### config.mk
export PLATFORM = sky130hd
export DESIGN_NAME = ldc_led_drive
export DESIGN_NICKNAME = d
export VERILOG_FILES = /design/src/ldc_pkg.sv /design/src/ldc_pwm_if.sv /design/src/ldc_pwm_gen.sv /design/src/ldc_led_drive.sv
export SDC_FILE = /design/constraint.sdc
export NUM_CORES = 1
export LEC_CHECK = 0
export ABC_AREA = 1
export BUFFER_PORTS_ARGS = -buffer_cell sky130_fd_sc_hd__buf_2
export CAP_MARGIN = 20
export CORE_UTILIZATION = 63
export CTS_CLUSTER_DIAMETER = 120
export DETAILED_ROUTE_END_ITERATION = 8
export PLACE_DENSITY = 0.86
export SETUP_SLACK_MARGIN = 0.02
export SLEW_MARGIN = 20
export SYNTH_ARGS = -nofsm -noshare
export SYNTH_HDL_FRONTEND = slang
export SYNTH_SLANG_ARGS = --single-unit
### constraint.sdc
create_clock -name pclk -period 5.14 [get_ports pclk]
set_input_delay 1.028 -clock pclk [delete_from_list [all_inputs] [get_ports pclk]]
set_output_delay 1.028 -clock pclk [all_outputs]
set_load 0.01 [all_outputs]
### src/ldc_pkg.sv
// constants and types shared by the led drive control design
package ldc_pkg;
    // ----------------------------------------------------------------
    // clock and timing
    // ----------------------------------------------------------------
    localparam int unsigned CLK_HZ          = 40_000_000;
    localparam int unsigned ON_DELAY_MS     = 100;
    localparam int unsigned ON_DELAY_CYCLES = (CLK_HZ / 1000) * ON_DELAY_MS;
    localparam int unsigned DLY_W           = 23;

    // ----------------------------------------------------------------
    // register offsets (byte addresses)
    // ----------------------------------------------------------------
    localparam logic [7:0] CTRL_OFS   = 8'h00;
    localparam logic [7:0] SLOT_OFS   = 8'h04;
    localparam logic [7:0] DUTY_R_OFS = 8'h08;
    localparam logic [7:0] DUTY_G_OFS = 8'h0c;
    localparam logic [7:0] DUTY_B_OFS = 8'h10;
    localparam logic [7:0] STAT_OFS   = 8'h14;

    // ----------------------------------------------------------------
    // control register fields
    // ----------------------------------------------------------------
    localparam int unsigned CTRL_SW_BIT  = 0;  // software led control on
    localparam int unsigned CTRL_SEQ_BIT = 1;  // display sequence runs
    localparam int unsigned CTRL_BUF_BIT = 2;  // colour enables passed to colour_en_out
    localparam int unsigned CTRL_EN_LSB  = 4;  // red, green, blue enables
    localparam int unsigned CTRL_W       = 7;

    // ----------------------------------------------------------------
    // status register fields
    // ----------------------------------------------------------------
    localparam int unsigned STAT_ON_BIT  = 0;
    localparam int unsigned STAT_SEL_LSB = 1;
    localparam int unsigned STAT_REQ_BIT = 3;
    localparam int unsigned STAT_PRK_BIT = 4;
    localparam int unsigned STAT_CFG_BIT = 5;

    // ----------------------------------------------------------------
    // reset values and widths
    // ----------------------------------------------------------------
    localparam logic [CTRL_W-1:0] CTRL_RST = 7'h00;
    localparam int unsigned       SLOT_W   = 16;
    localparam logic [15:0]       SLOT_RST = 16'h0fff;
    localparam int unsigned       DUTY_W   = 8;
    localparam logic [7:0]        DUTY_RST = 8'h80;

    // ----------------------------------------------------------------
    // colour select codes
    // ----------------------------------------------------------------
    localparam logic [1:0] SEL_NONE  = 2'h0;
    localparam logic [1:0] SEL_RED   = 2'h1;
    localparam logic [1:0] SEL_GREEN = 2'h2;
    localparam logic [1:0] SEL_BLUE  = 2'h3;

    // master enable states
    typedef enum logic [2:0] {
        LDC_OFF  = 3'h1,
        LDC_WAIT = 3'h2,
        LDC_ON   = 3'h4
    } ldc_state_e;
endpackage

### src/ldc_pwm_if.sv
// carrier between the led controller and its pwm generator
`timescale 1ns/10ps
interface ldc_pwm_if;
    import ldc_pkg::*;
    logic [2:0][DUTY_W-1:0] duty;      // index 0 red, 1 green, 2 blue
    logic [1:0]             sel;       // colour selected from the next cycle
    logic                   force_hi;  // hold all pwm lines high
    logic [2:0]             pwm;       // registered pwm lines

    modport ctrl (output duty, output sel, output force_hi, input pwm);
    modport gen  (input duty, input sel, input force_hi, output pwm);
endinterface // ldc_pwm_if

### src/ldc_pwm_gen.sv
// three-channel pwm generator for the led current lines
`timescale 1ns/10ps
module ldc_pwm_gen
    import ldc_pkg::*;
(
    input logic  pclk,
    input logic  presetn,
    ldc_pwm_if.gen bus
);
    logic [DUTY_W-1:0] cnt_reg;
    logic [DUTY_W-1:0] cnt_next;
    logic [2:0]        pwm_reg;
    logic [2:0]        pwm_next;

    // free running period counter
    always_comb begin
        cnt_next = cnt_reg + 8'h01;
    end

    // one channel per colour; select code of channel i is i+1
    genvar i;
    generate
        for (i = 0; i < 3; i++) begin : g_ch
            always_comb begin
                if (bus.force_hi) begin
                    pwm_next[i] = 1'b1;
                end else if (bus.sel == 2'(i + 1)) begin
                    pwm_next[i] = (cnt_reg < bus.duty[i]);
                end else begin
                    pwm_next[i] = 1'b0;
                end
            end
        end
    endgenerate

    // registers
    always_ff @(posedge pclk or negedge presetn) begin
        if (!presetn) begin
            cnt_reg <= 8'h00;
            pwm_reg <= 3'h7;
        end else begin
            cnt_reg <= cnt_next;
            pwm_reg <= pwm_next;
        end
    end

    assign bus.pwm = pwm_reg;
endmodule // ldc_pwm_gen

### src/ldc_led_drive.sv
// led drive control: master enable, colour sequencing, pwm and apb registers
`timescale 1ns/10ps
module ldc_led_drive
    import ldc_pkg::*;
#(
    parameter int unsigned ON_DELAY = ON_DELAY_CYCLES
)(
    input  logic        pclk,
    input  logic        presetn,
    input  logic        psel,
    input  logic        penable,
    input  logic        pwrite,
    input  logic [7:0]  paddr,
    input  logic [31:0] pwdata,
    output logic [31:0] prdata,
    output logic        pready,
    output logic        pslverr,
    input  logic        light_source_request,
    input  logic        park_n,
    input  logic        config_loaded,
    output logic        driver_master_on,
    output logic [1:0]  colour_select_code,
    output logic        red_current_pwm,
    output logic        green_current_pwm,
    output logic        blue_current_pwm,
    output logic [2:0]  colour_en_out,
    output logic [2:0]  colour_en_oe
);
    // ----------------------------------------------------------------
    // input synchronisers
    // ----------------------------------------------------------------
    logic [2:0] meta_reg;
    logic [2:0] sync_reg;
    always_ff @(posedge pclk or negedge presetn) begin
        if (!presetn) begin
            meta_reg <= 3'h0;
            sync_reg <= 3'h0;
        end else begin
            meta_reg <= {config_loaded, park_n, light_source_request};
            sync_reg <= meta_reg;
        end
    end
    logic req_s;
    logic park_s;
    logic cfg_s;
    assign req_s  = sync_reg[0];
    assign park_s = sync_reg[1];
    assign cfg_s  = sync_reg[2];

    // ----------------------------------------------------------------
    // apb register file
    // ----------------------------------------------------------------
    logic [CTRL_W-1:0]      ctrl_reg,  ctrl_next;
    logic [SLOT_W-1:0]      slot_reg,  slot_next;
    logic [2:0][DUTY_W-1:0] duty_reg,  duty_next;
    logic [31:0]            rdata_reg, rdata_next;
    logic                   rdy_reg,   rdy_next;
    logic                   err_reg,   err_next;
    ldc_state_e             st_reg,    st_next;
    logic [1:0]             sel_reg,   sel_next;

    // decode of a byte address, shared by read and write paths
    function automatic logic addr_hit(input logic [7:0] a);
        addr_hit = (a == CTRL_OFS) || (a == SLOT_OFS) || (a == DUTY_R_OFS) ||
                   (a == DUTY_G_OFS) || (a == DUTY_B_OFS) || (a == STAT_OFS);
    endfunction

    logic wr_go;
    assign wr_go = psel && penable && pready && pwrite && !pslverr;

    // register writes and read data, answered in the first access cycle
    always_comb begin
        ctrl_next  = ctrl_reg;
        slot_next  = slot_reg;
        duty_next  = duty_reg;
        rdata_next = rdata_reg;
        rdy_next   = psel && !penable;
        err_next   = psel && !penable && !addr_hit(paddr);
        if (wr_go) begin
            case (paddr)
                CTRL_OFS:   ctrl_next   = pwdata[CTRL_W-1:0];
                SLOT_OFS:   slot_next   = pwdata[SLOT_W-1:0];
                DUTY_R_OFS: duty_next[0] = pwdata[DUTY_W-1:0];
                DUTY_G_OFS: duty_next[1] = pwdata[DUTY_W-1:0];
                DUTY_B_OFS: duty_next[2] = pwdata[DUTY_W-1:0];
                default:    ctrl_next   = ctrl_reg;
            endcase
        end
        if (psel && !penable && !pwrite) begin
            rdata_next = 32'h0;
            case (paddr)
                CTRL_OFS:   rdata_next[CTRL_W-1:0] = ctrl_reg;
                SLOT_OFS:   rdata_next[SLOT_W-1:0] = slot_reg;
                DUTY_R_OFS: rdata_next[DUTY_W-1:0] = duty_reg[0];
                DUTY_G_OFS: rdata_next[DUTY_W-1:0] = duty_reg[1];
                DUTY_B_OFS: rdata_next[DUTY_W-1:0] = duty_reg[2];
                STAT_OFS: begin
                    rdata_next[STAT_ON_BIT]                = driver_master_on;
                    rdata_next[STAT_SEL_LSB+1:STAT_SEL_LSB] = colour_select_code;
                    rdata_next[STAT_REQ_BIT]               = req_s;
                    rdata_next[STAT_PRK_BIT]               = park_s;
                    rdata_next[STAT_CFG_BIT]               = cfg_s;
                end
                default:    rdata_next = 32'h0;
            endcase
        end
    end

    always_ff @(posedge pclk or negedge presetn) begin
        if (!presetn) begin
            ctrl_reg  <= CTRL_RST;
            slot_reg  <= SLOT_RST;
            duty_reg  <= {DUTY_RST, DUTY_RST, DUTY_RST};
            rdata_reg <= 32'h0;
            rdy_reg   <= 1'b0;
            err_reg   <= 1'b0;
        end else begin
            ctrl_reg  <= ctrl_next;
            slot_reg  <= slot_next;
            duty_reg  <= duty_next;
            rdata_reg <= rdata_next;
            rdy_reg   <= rdy_next;
            err_reg   <= err_next;
        end
    end
    assign prdata  = rdata_reg;
    assign pready  = rdy_reg;
    assign pslverr = err_reg;

    // ----------------------------------------------------------------
    // master enable with power-on delay
    // ----------------------------------------------------------------
    logic [DLY_W-1:0] dly_reg, dly_next;
    logic             on_reg,  on_next;
    logic             both_up;
    assign both_up = req_s && park_s;

    always_comb begin
        st_next  = st_reg;
        dly_next = dly_reg;
        case (st_reg)
            LDC_OFF: begin
                dly_next = '0;
                if (both_up) begin
                    st_next = LDC_WAIT;
                end
            end
            LDC_WAIT: begin
                dly_next = dly_reg + 1'b1;
                if (!both_up) begin
                    st_next = LDC_OFF;
                end else if (dly_reg >= DLY_W'(ON_DELAY - 2)) begin
                    st_next = LDC_ON;
                end
            end
            LDC_ON: begin
                if (!both_up) begin
                    st_next = LDC_OFF;
                end
            end
            default: st_next = LDC_OFF;
        endcase
        on_next = (st_next == LDC_ON);
    end

    always_ff @(posedge pclk or negedge presetn) begin
        if (!presetn) begin
            st_reg  <= LDC_OFF;
            dly_reg <= '0;
            on_reg  <= 1'b0;
        end else begin
            st_reg  <= st_next;
            dly_reg <= dly_next;
            on_reg  <= on_next;
        end
    end
    assign driver_master_on = on_reg;

    // ----------------------------------------------------------------
    // display sequence: red, green, blue slots
    // ----------------------------------------------------------------
    logic [SLOT_W-1:0] slot_cnt_reg, slot_cnt_next;
    logic              seq_run;
    assign seq_run = ctrl_reg[CTRL_SEQ_BIT];

    always_comb begin
        sel_next      = sel_reg;
        slot_cnt_next = slot_cnt_reg + 1'b1;
        if (!on_next || !seq_run) begin
            sel_next      = SEL_NONE;
            slot_cnt_next = '0;
        end else if (sel_reg == SEL_NONE) begin
            sel_next      = SEL_RED;
            slot_cnt_next = '0;
        end else if (slot_cnt_reg >= slot_reg) begin
            slot_cnt_next = '0;
            case (sel_reg)
                SEL_RED:   sel_next = SEL_GREEN;
                SEL_GREEN: sel_next = SEL_BLUE;
                SEL_BLUE:  sel_next = SEL_RED;
                default:   sel_next = SEL_NONE;
            endcase
        end
    end

    always_ff @(posedge pclk or negedge presetn) begin
        if (!presetn) begin
            sel_reg      <= SEL_NONE;
            slot_cnt_reg <= '0;
        end else begin
            sel_reg      <= sel_next;
            slot_cnt_reg <= slot_cnt_next;
        end
    end
    assign colour_select_code = sel_reg;

    // ----------------------------------------------------------------
    // pwm generator
    // ----------------------------------------------------------------
    ldc_pwm_if pwm_bus ();
    assign pwm_bus.duty = duty_reg;
    assign pwm_bus.sel  = sel_next;
    assign pwm_bus.force_hi = !on_next || !ctrl_reg[CTRL_SW_BIT] || !seq_run;

    ldc_pwm_gen u_pwm (
        .pclk    (pclk),
        .presetn (presetn),
        .bus     (pwm_bus.gen)
    );
    assign red_current_pwm   = pwm_bus.pwm[0];
    assign green_current_pwm = pwm_bus.pwm[1];
    assign blue_current_pwm  = pwm_bus.pwm[2];

    // ----------------------------------------------------------------
    // colour enable pins
    // ----------------------------------------------------------------
    logic [2:0] en_out_reg, en_out_next;
    logic [2:0] en_oe_reg,  en_oe_next;
    always_comb begin
        en_oe_next  = {3{cfg_s}};
        en_out_next = 3'h0;
        if (cfg_s && ctrl_reg[CTRL_BUF_BIT]) begin
            en_out_next = ctrl_reg[CTRL_EN_LSB+2:CTRL_EN_LSB];
        end
    end

    always_ff @(posedge pclk or negedge presetn) begin
        if (!presetn) begin
            en_out_reg <= 3'h0;
            en_oe_reg  <= 3'h0;
        end else begin
            en_out_reg <= en_out_next;
            en_oe_reg  <= en_oe_next;
        end
    end
    assign colour_en_out = en_out_reg;
    assign colour_en_oe  = en_oe_reg;
endmodule // ldc_led_drive

Yosys cells after proc, flatten, opt, wreduce, memory -nomap -nowiden
Cells that the tools add are included.
W data, S select, Z words.

storage, ports and cells
  output and inout bits = 46
  register bits after elaboration = 131

cells by class
  order comparisons = 5
  reductions and logical operators = 32
  add/subtract/negate cells = 3
  muxes and demuxes = 24
  eq/ne operators = 15

operator list
  cell                     number
  $mux W16                 3
  $pmux W23 S2             1
  $pmux W6 S6              1
  $lt A8 B8 Y1             3
  $add A23 B1 Y23 const B  1
  $ge A23 B22 Y1 const B   1
  $add A16 B1 Y16 const B  1
  $eq A8 B4 Y1 const B     2
  $eq A8 B5 Y1 const B     2
  $ge A16 B16 Y1           1
  $mux W3                  5
  $reduce_and A2 Y1        5
  $logic_and A1 B1 Y1      9
  $pmux W3 S3              1
  $add A8 B1 Y8 const B    1
  $eq A2 B2 Y1 const B     4
  $eq A8 B3 Y1 const B     1
  $logic_not A8 Y1         1
  $logic_or A1 B1 Y1       8
  $mux W8                  1
  $logic_not A1 Y1         7
  $eq A3 B3 Y1 const B     2
  $mux W1                  6
  $mux W2                  3
  other kinds (8)          9

Longest topological paths before layout
Gate-level depths: netlist of the first run.

  depth in word-level cells = 11
  depth in mapped cells = 16
  mapped depth without buffers = 16

Cells and area by module
From an unflattened synthesis of the first run, not the netlist that was laid out.

second synthesis, totals
  cells, all modules = 858
  area, all modules = 7,144.4 sq um

by module, submodules not included
  module         area an instance (sq um)  times used  sequential area each (sq um)  cells an instance
  ldc_led_drive  6,117.1                   1           3,022.9                       717
  ldc_pwm_gen    1,027.2                   1           279.0                         141

Least setup slack after synthesis of the first run
No wires, ideal clock.

  kind = input -> register
  from = in paddr[1]
  to = reg slot_reg[12]
  data arrival time = 2.167 ns
  cell stages on the path = 8
  path buffers = 1
  setup slack = 2.840 ns
  path through = or2_1 nor3_4 nand2_2 inv_1 nand2_1 clkbuf_1 nor2_1 a21oi_1

on the way
  longest elaborated chain between the ends = 2

RTL lines
  what                                line                  source
  start: declaration                  ldc_led_drive.sv:13   input logic [7:0] paddr,
  $eq A8 B3 Y1                        ldc_led_drive.sv:80   case (paddr)
  $reduce_and A2 Y1 (no source line)  -
  end signal: assignment              ldc_led_drive.sv:119  slot_reg <= slot_next;
  end: declaration                    ldc_led_drive.sv:54   logic [SLOT_W-1:0] slot_reg, slot_next;

Every way passes these cells.
A chain may end at the register's enable or synchronous reset.

Worst setup path after layout of the first run
  from = in paddr[1]
  to = reg slot_reg[5]

Same word-level chain as after synthesis.

==> flow_metrics.tcl, run 1 <==
set metrics [dict create \
    clkSinkCount 131 \
    overflow 0 \
    vias 5706 \
    required_ns 5.58 \
    yosys-top-cells-area "dfrtp_1 40%, nand2_1 8.8%, ha_1 7.5%, dfstp_2 7.1%, inv_1 5.6%" \
    p_int_uw 1770 \
    max_cap_viol_count 0 \
    regToRegStartpoint "slot_reg[11]" \
    cellLeakagePower_uw 0.00382 \
    clkPwrFrac_pct 50.3 \
    p_seq_share_pct 45.7 \
    pre_cts_slack_ns 1.91 \
    clock_latency_ns 0.54 \
    worstSetupPathType "in -> reg" \
    final_max_slew_viol_count 0 \
    track_usage_pct 29.8 \
    syn_inst 810 \
    finalHoldViolCount 0 \
    seq_area_frac_synth_pct 47.0 \
    crit_end "slot_reg[5]" \
    fin_crit_ns 2.77 \
    antenna_found_initial 0 \
    final_layout_size_suffix_gt1_share_pct 17.0 \
    pwr-share-comb_pct 4.0 \
    min_period_over_period_pct 53.9 \
    tightest_slew_ns 1.03 \
    vias_per_cell 5.55 \
    ys_async_sr_fraction_pct 100 \
    numCtsBuffers 17 \
    synth-seq-cells 131 \
    cp-start-kind "input port" \
    syn2layout_area_growth_pct 13.2 \
    fin_skew_ns 0.00689 \
    cts_tree "built" \
    start_util_pct 64.8 \
    cts.clk_slew.worst_paths_ns 0.06 \
    max-slew-margin-rel_pct 31.4 \
    synth_common_cells "165 x nand2_1, 112 x dfrtp_1, 104 x inv_1" \
    cp_data_arrival_time_ns 3.21 \
    synth_ff_type "dfrtp_1" \
    largest_reg_flops 24 \
    wl_per_cell_um 15.2 \
    clockBufferDepth 2 \
    portBuffers 61 \
    holdBufCountCts 0 \
    r2r_end "slot_cnt_reg[11]" \
    setup_viol 0 \
    die_w_um 108 \
    rsz0062_at_grt "no" \
    dieArea_um2 11600 \
    yosys_warnings 0 \
    diodes 0 \
    grt_pass1_wl_mm 25.9 \
    synthesis.area_um2 7020 \
    die_h_um 108 \
    p_per_area_nw_per_um2 289 \
    outcome "finished clean" \
    synth_edf_count 0 \
    fmax_ghz 0.361 \
    ff2ff_path_depth 9 \
    ir_drop_v 0.000339 \
    grt_pass1_vias 5614 \
    drt-total-wl_mm 15.6 \
    grt_max_degree 63 \
    drt_iter0_markers 340 \
    top_level_ports 94 \
    coreArea_um2 10800 \
    nNetsFinal 965 \
    fin_tns_setup_ns 0 \
    hpwl_mm 11.3 \
    critPathMaxFanout 32 \
    r2r_slack_ns 2.89 \
    cp-startpoint "paddr[1]" \
    drcViolationCount 0 \
    timing.final.ws_setup_ns 2.37 \
    cts_resized 0 \
    swShare_pct 23.1 \
    crit_path_end_kind "flop" \
    yosys.area.top_type "dfrtp_1" \
    yosysTopAreaCellShare_pct 39.9 \
    h-tree-depth 4 \
    synth_most_common_cell "nand2_1" \
    dr.pass1.iters 5 \
    yosysUniqueCellTypes 49 \
    root_buffer "clkbuf_8" \
    syn_avg_cell_area_um2 8.67 \
    worstHoldPathType "reg -> reg" \
    rows 38 \
    gp_congestion 0.902 \
    ant_nets 0 \
    post_cts_buffers 0 \
    power.switching_uw 530 \
]
==> area by class of cell <==
class / instances / area [µm²]
flip-flops and latches: 131 / 3300
multi-input cells: 550 / 3160
fillers: 827 / 2890
clock buffers: 19 / 432
inverters: 112 / 424
repair buffers: 63 / 323
well taps: 140 / 175
clock inverters: 13 / 136
==> through the flow <==
| step | total power, µW | util, % | std cells | instance area [µm²] | hold WS (ns) |
|---|---|---|---|---|---|
| floorplan | 1120 | - | 825 | 7080 | 0.331 |
| global placement | 1160 | 68.1 | 996 | 7380 | 0.334 |
| detailed placement | 1160 | 68.1 | 996 | 7380 | 0.336 |
| CTS | 2310 | 73.3 | 1028 | 7950 | 0.348 |
| global route | 2360 | 73.3 | 1028 | 7950 | 0.362 |
| finish | 2300 | 73.3 | 1028 | 7950 | 0.350 |
==> logic make-up after synthesis <==
group | share of synthesized area [%]
other | 0.0534
buffers and inverters | 8.85
AOI/OAI and AO/OA | 11.1
and+or+nand+nor | 21.8
adders and majority gates | 7.48
DFF | 47.0
xor gates and xnor gates | 2.62
muxes | 0.998
==> layout by cell type, fill, tap and decap left out, types with 7 or more instances in the layout <==
cell type,count
nor2_1,54
nor3_1,14
inv_1,104
nand3_1,36
o22ai_1,7
nor2_2,7
clkbuf_16,16
conb_1,16
o21ai_0,62
clkinvlp_4,7
nand4_1,17
mux2i_1,7
buf_2,60
dfrtp_1,112
dfstp_2,19
a21oi_1,36
xnor2_1,8
o31ai_1,10
ha_1,42
nand2_1,165
xor2_1,13
==> metal layers <==
layer  GRT usage, %  up-vias  share of wire, %  wire length [µm]
met4           13.4        0               2.7               419
met1           36.7     2716                42              6550
li1               -     2759                 -                 -
met2           49.2      189                49              7570
met5              0        -                 0                 0
met3           7.99       42               6.7              1050
==> critical path: stages <==
cell	delay [ns]
buf_2	0.09
or2_1	0.30
nor3_4	0.24
nand2_2	0.31
inv_1	0.18
nand2_1	0.60
o21ai_0	0.45
==> how the worst min path moves through the flow <==
stage,startpoint,to,slack (ns),cells past startpoint
floorplan,meta_reg[0],sync_reg[0],0.33,0
global placement,meta_reg[0],sync_reg[0],0.33,0
detailed placement,meta_reg[0],sync_reg[0],0.34,0
CTS,meta_reg[0],sync_reg[0],0.35,0
global route,meta_reg[0],sync_reg[0],0.36,0
finish,meta_reg[0],sync_reg[0],0.35,0
==> power by group through the flow <==
stage / sequential (µW) / clock [µW] / combinational [µW]
floorplan: 1070 / 0 / 48.5
finish: 1050 / 1160 / 92.0
detailed placement: 1070 / 0 / 92.3
global route: 1050 / 1210 / 104
global placement: 1070 / 0 / 91.0
CTS: 1050 / 1160 / 93.0
Power figures use the tool's default switching activity.
==> run 2: changes to the inputs <==
Settings changed: ABC_AREA 1 to 0, CORE_UTILIZATION 63 to 58, PLACE_DENSITY 0.86 to 0.8.
Clock period 5.14 ns to 2.55 ns, I/O delays scaled along.
==> run 2 against run 1 <==
Effect of this change: core utilization decreased by 3.1 points; area after synthesis down 2.0%; cell count decreased by 11%; clock power up 120%; combinational power grew 120%; clock-buffer cell count rose by 10; power increased by 110%; worst hold slack lost 0.28 ns; routed wire length increased by 5.5%; critical path type is now reg -> reg; largest power group unchanged.
==> flow_metrics.tcl, run 2 <==
set metrics [dict create \
    synth_ff_type "dfrtp_1" \
    fillerInstances 838 \
    top_level_ports 94 \
    dp.cells 880 \
    p_seq_share_pct 43.8 \
    cp_num_buf_inv 3 \
    design_area_um2 8050 \
    track_usage_pct 28.0 \
    diodes 0 \
    stdcell_count 913 \
    final_layout_size_suffix_gt1_share_pct 24.4 \
    yosys_warnings 0 \
    overflow 0 \
    max_cap_viol_count 0 \
    crit_path_end_kind "flop" \
    coreArea_um2 11500 \
    worstHoldPathType "in -> async" \
    syn2layout_area_growth_pct 17.0 \
    clock_latency_ns 0.43 \
    synth_edf_count 0 \
    root_buffer "clkbuf_16" \
    r2r_slack_ns 0.08 \
    ir_drop_v 0.000430 \
    cts_tree "built" \
    yosys-top-cells-area "dfrtp_1 41%, ha_1 7.6%, dfstp_2 7.3%, mux2_2 4.4%, nand2_1 4.3%" \
    final_max_slew_viol_count 0 \
    clkPwrFrac_pct 51.9 \
    synth-seq-cells 131 \
    path_common_cell "buf_4" \
    cellLeakagePower_uw 0.00381 \
    swShare_pct 21.0 \
    syn_inst 676 \
    yosysUniqueCellTypes 68 \
    rows 39 \
    clkSinkCount 131 \
    cts.clk_slew.worst_paths_ns 0.06 \
    fin_tns_setup_ns 0 \
    p_per_area_nw_per_um2 599 \
    start_util_pct 60.0 \
    drcViolationCount 0 \
    grt_pass1_wl_mm 26.9 \
    cp_slowest_cell "dfstp_2" \
    p_int_uw 3810 \
    synth_common_cells "112 x dfrtp_1, 78 x nand2_1, 56 x o21ai_0" \
    clockBufferDepth 2 \
    seq_area_frac_synth_pct 48.0 \
    largest_reg_flops 24 \
    fmax_ghz 0.405 \
    area.sequential_um2 3300 \
    grt_max_degree 41 \
    max-slew-margin-rel_pct 49.3 \
    syn_avg_cell_area_um2 10.2 \
    nNetsFinal 847 \
    min_period_over_period_pct 96.8 \
    required_ns 2.87 \
    multi_input_area_um2 3250 \
    drt-total-wl_mm 16.4 \
    yosys.area.top_type "dfrtp_1" \
    gp_congestion 0.882 \
    portBuffers 61 \
    antenna_found_initial 0 \
    layout_commonest_cell "dfrtp_1" \
    setup_viol 0 \
    synthesis.area_um2 6880 \
    power.switching_uw 1020 \
    vias_per_cell 6.01 \
    regToRegStartpoint "slot_reg[3]" \
    wl_per_cell_um 18.0 \
    grt_pass1_vias 5286 \
    cp-start-kind "flop" \
    ys_async_sr_fraction_pct 100 \
    h-tree-depth 4 \
    tightest_slew_ns 0.760 \
    dpl_cell_area_um2 7400 \
    fin_skew_ns 0.00840 \
    vias 5486 \
    outcome "finished clean" \
    pwr-share-comb_pct 4.3 \
    final_cell_mix "112 x dfrtp_1, 78 x nand2_1, 60 x buf_2, 55 x o21ai_0, 48 x inv_1" \
    drt_iter0_markers 474 \
    power_uw 4830 \
    hpwl_mm 11.7 \
    synth_most_common_cell "dfrtp_1" \
    cpLargestDelayFamily "compound AO/OA/AOI/OAI gates" \
    worstSetupPathType "reg -> reg" \
    critPathMaxFanout 3 \
    path_cells "inv_1, ha_4, a2111oi_2, o21ai_1, a221oi_2, buf_4, buf_4, nand3b_1, nand4_1, o311ai_1" \
    rsz0062_at_grt "no" \
    cp_data_arrival_time_ns 2.78 \
    dieArea_um2 12300 \
    dr.pass1.iters 5 \
    finalHoldViolCount 0 \
    holdBufCountCts 0 \
    ant_nets 0 \
    r2r_end "u_pwm.bus.pwm[0]" \
    fin_crit_ns 2.47 \
    ff2ff_path_depth 10 \
    die_w_um 111 \
    yosysTopAreaCellShare_pct 40.7 \
    numCtsBuffers 17 \
    die_h_um 111 \
    crit_path_max_incr_delay_ns 0.52 \
]
run 2: metal layers:
metal / GRT usage (%) / up-vias / routed length (µm)
li1: - / 2537 / -
met1: 38.2 / 2698 / 7200
met2: 44.1 / 232 / 7870
met3: 6.01 / 19 / 1110
met4: 10.7 / 0 / 269
met5: 0 / - / 0
run 2: worst reg2reg max path: cells and delay by family, from the launching register on:
family	cells	cell delay [ns]
adders and majority gates	1	0.26
DFF	1	0.52
and+or+nand+nor	2	0.19
buffers and inverters	3	0.39
AOI/OAI and AO/OA	4	1.00
run 2: stage by stage:
| stage | util (%) | hold WS [ns] | setup slack, ns |
|---|---|---|---|
| after floorplan | - | 0.214 | 0.119 |
| after global placement | 64.5 | 0.332 | 0.0522 |
| after detailed placement | 64.5 | 0.337 | -0.0364 |
| after CTS | 70.1 | 0.0815 | 0.0532 |
| after global routing | 70.2 | 0.105 | 0.0300 |
| final | 70.2 | 0.0699 | 0.0822 |
run 2: logic make-up after synthesis:
logic type      share of synthesized area (%)
simple gates                             17.2
compound gates                           12.4
flops                                    48.0
buf+inv                                  6.18
fa+ha+maj                                7.63
mux                                      5.76
xor+xnor                                 2.80
other cells                            0.0545
run 2: final cells by class:
cell class                 count  area share [%]
inverter                      48            2.24
multi-input combinational    472            40.3
timing repair buffer          87            6.60
tap                          143            2.22
sequential                   131            41.0
clock inverter                 3           0.808
clock buffer                  29            6.84
run 2: worst max-delay path by stage:
stage | startpoint | to | slack (ns) | cells past startpoint
6_report | slot_reg[3] | u_pwm.bus.pwm[0] | 0.08 | 10
3_5_place_dp | slot_reg[3] | u_pwm.bus.pwm[0] | -0.04 | 9
2_1_floorplan | paddr[1] | slot_reg[12] | 0.12 | 8
4_1_cts | slot_reg[3] | colour_select_code[1] | 0.05 | 9
3_3_place_gp | slot_reg[3] | colour_select_code[1] | 0.05 | 9
5_1_grt | dly_reg[10] | slot_cnt_reg[2] | 0.03 | 7
run 2: power groups by stage:
| stage | registers, µW | clock network, µW | logic, µW |
|---|---|---|---|
| after floorplan | 2150 | 0 | 103 |
| after global placement | 2150 | 0 | 196 |
| after detailed placement | 2150 | 0 | 202 |
| after CTS | 2110 | 2520 | 203 |
| after global routing | 2120 | 2600 | 226 |
| final | 2120 | 2510 | 206 |
run 2: repair_timing:
action | CTS | global route
cloned | 0 | 0
resized for setup | 6 | 3
setup endpoints to repair | 13 | 18
pin swaps | 3 | 1
endpoints found under the hold margin | 0 | 0
setup buffers | 0 | 1
==> run 3: changes to the inputs <==
Settings changed: PLACE_DENSITY 0.8 to 0.83, SYNTH_HIERARCHICAL from default to 1.
==> run 3 against run 2 <==
Effect of this change: register-to-register slack got worse by 0.29 ns; the flow now finishes with violations (negative setup slack); clock skew rose by 0.0016 ns; critical endpoint is now u_pwm/bus.pwm[1]; setup slack got worse by 0.29 ns; combinational power rose by 14%; non-clock buffer count rose by 24; global-route usage rose by 1.8 points; first-iteration DRC count fell by 13%; worst hold slack improved by 0.12 ns; clock power rose by 4%; highest routed layer unchanged; area after synthesis fell by 0.20%; via count rose by 0.58%; critical path type unchanged.
==> flow_metrics.tcl, run 3 <==
set metrics [dict create \
    outcome "finished, violations left" \
    violations "negative setup slack" \
    required_ns 2.89 \
    wl_per_cell_um 19.9 \
    clockBufferDepth 2 \
    overflow 0 \
    coreArea_um2 11500 \
    cp-start-kind "flop" \
    cellLeakagePower_uw 0.00383 \
    layout_commonest_cell "dfrtp_1" \
    portBuffers 61 \
    synth_ff_type "dfrtp_1" \
    cp_slowest_cell "dfstp_2" \
    tightest_slew_ns 0.558 \
    yosysUniqueCellTypes 65 \
    power_uw 4990 \
    syn_inst 634 \
    drcViolationCount 0 \
    critPathMaxFanout 3 \
    yosysTopAreaCellShare_pct 40.8 \
    cp_data_arrival_time_ns 3.10 \
    clock_latency_ns 0.43 \
    track_usage_pct 29.8 \
    ff2ff_path_depth 12 \
    min_period_over_period_pct 108 \
    fin_skew_ns 0.00996 \
    p_per_area_nw_per_um2 597 \
    design_area_um2 8360 \
    seq_area_frac_synth_pct 48.1 \
    fin_crit_ns 2.76 \
    syn_avg_cell_area_um2 10.8 \
    timing.final.ws_setup_ns -0.208 \
    synth-seq-cells 131 \
    finalHoldViolCount 0 \
    hold_ws_ns 0.185 \
    syn2layout_area_growth_pct 21.7 \
    worstHoldPathType "in -> reg" \
    ir_drop_v 0.000678 \
    fmax_ghz 0.363 \
    crit_path_max_incr_delay_ns 0.53 \
    top_level_ports 94 \
    final_cell_mix "112 x dfrtp_1, 60 x buf_2, 54 x nand2_1, 47 x mux2_2, 47 x buf_4" \
    vias_per_cell 6.14 \
    die_w_um 111 \
    yosys_warnings 6 \
    ant_nets 0 \
    synthesis.area_um2 6870 \
    final_layout_size_suffix_gt1_share_pct 34.0 \
    drt-total-wl_mm 17.9 \
    synth_edf_count 0 \
    vias 5518 \
    h-tree-depth 4 \
    die_h_um 111 \
    stdcell_count 899 \
    yosys-top-cells-area "dfrtp_1 41%, mux2_2 7.7%, ha_1 7.7%, dfstp_2 7.3%, nand2_1 3.0%" \
    drt_iter0_markers 414 \
    hold_depth 1 \
    grt_pass1_wl_mm 28.5 \
    yosys.area.top_type "dfrtp_1" \
    setup_viol 4 \
    nNetsFinal 833 \
    dieArea_um2 12300 \
    worstSetupPathType "reg -> reg" \
    diodes 0 \
    grt_max_degree 63 \
    final_max_slew_viol_count 0 \
    rsz0062_at_grt "yes" \
    largest_reg_flops 24 \
    clkSinkCount 131 \
    crit_path_end_kind "flop" \
    start_util_pct 59.9 \
    root_buffer "clkbuf_16" \
    dp.cells 857 \
    cts_tree "built" \
    gp_congestion 0.895 \
    max-slew-margin-rel_pct 62.6 \
    grt_pass1_vias 5652 \
    path_cells "inv_1, ha_1, o21a_1, o211ai_1, a31oi_2, o21ai_2, buf_6, a21oi_2, o31a_2, a211oi_2, a31oi_1, a211oi_2" \
    rows 39 \
    cts.clk_slew.worst_paths_ns 0.06 \
    max_cap_viol_count 0 \
    dpl_cell_area_um2 7500 \
    antenna_found_initial 0 \
    hpwl_mm 11.8 \
    path_common_cell "a211oi_2" \
    synth_common_cells "112 x dfrtp_1, 55 x nand2_1, 47 x mux2_2" \
    numCtsBuffers 17 \
    ys_async_sr_fraction_pct 100 \
    dr.pass1.iters 5 \
    synth_most_common_cell "dfrtp_1" \
]
-- run 3: changes by cell type after synthesis, sizes merged, moves of 4 or more --
cell    previous run  this run
a31oi              7        13
o31ai              6        12
o211ai             8         3
nand2             79        55
o22ai              4         0
nand4             14        10
nor3b              7         3
mux2              27        47
and3               9        13
nor2              28        34
o21ai             57        22
nand3             38        31
a222oi             1         6
-- run 3: worst paths after layout --
kind                                     to  slack, ns          start
setup reg to reg           u_pwm/bus.pwm[1]      -0.21    slot_reg[4]
min in group asynchronous   colour_en_oe[0]       0.53        presetn
max in group asynchronous         st_reg[0]       1.27        presetn
hold / removal                  meta_reg[2]       0.19  config_loaded
setup / recovery           u_pwm/bus.pwm[1]      -0.21    slot_reg[4]
hold reg to reg                 sync_reg[1]       0.36    meta_reg[1]
-- run 3: kinds of logic after synthesis --
family | count (synthesis) | share of synthesized area (%)
xor+xnor | 23 | 2.93
fa+ha+maj | 42 | 7.65
mux | 55 | 9.05
simple gates | 197 | 15.4
compound gates | 102 | 10.8
flops | 131 | 48.1
buf+inv | 83 | 6.05
other cells | 1 | 0.0546
-- run 3: final cells by class --
type | count | area [µm²]
Clock inverter | 15 | 204
Tap cell | 143 | 179
Inverter | 47 | 176
Fill cell | 737 | 3110
Timing Repair Buffer | 111 | 706
Clock buffer | 17 | 425
Multi-Input combinational cell | 435 | 3370
Sequential cell | 131 | 3300
-- run 3: repair_timing --
action,in CTS,in global routing
hold buffers,1,0
setup buffers,7,2
pin swaps,13,14
setup endpoints to repair,3,5
gates resized for setup,13,13
hold endpoints to repair,20,0
-- run 3: worst max-delay path: cells and delay by family (launching register included) --
kind                     cells  cell delay [ns]
AO/OA/AOI/OAI                9             1.64
flip-flops                   1             0.53
adder cells (fa/ha/maj)      1             0.30
buffers and inverters        2             0.20
-- run 3: metrics by stage --
stage | setup WS [ns] | setup TNS [ns] | utilization, %
5_1_grt | -0.353 | -1.05 | 72.9
2_1_floorplan | 0.0258 | 0 | -
6_report | -0.208 | -0.621 | 72.9
3_3_place_gp | -0.105 | -0.224 | 65.4
3_5_place_dp | -0.175 | -0.419 | 65.4
4_1_cts | -0.118 | -0.237 | 71.9
-- run 3: power by group --
part           switching [µW]  internal, µW
logic                     156          78.5
registers                26.3          2120
clock network             976          1640
-- run 3: metal layers --
metal	GRT usage (%)	vias to the layer above	wire length (µm)
li1	-	2452	-
met1	36.9	2755	7110
met2	50.7	256	8990
met3	5.52	55	1170
met4	13.7	0	593
met5	0	-	0
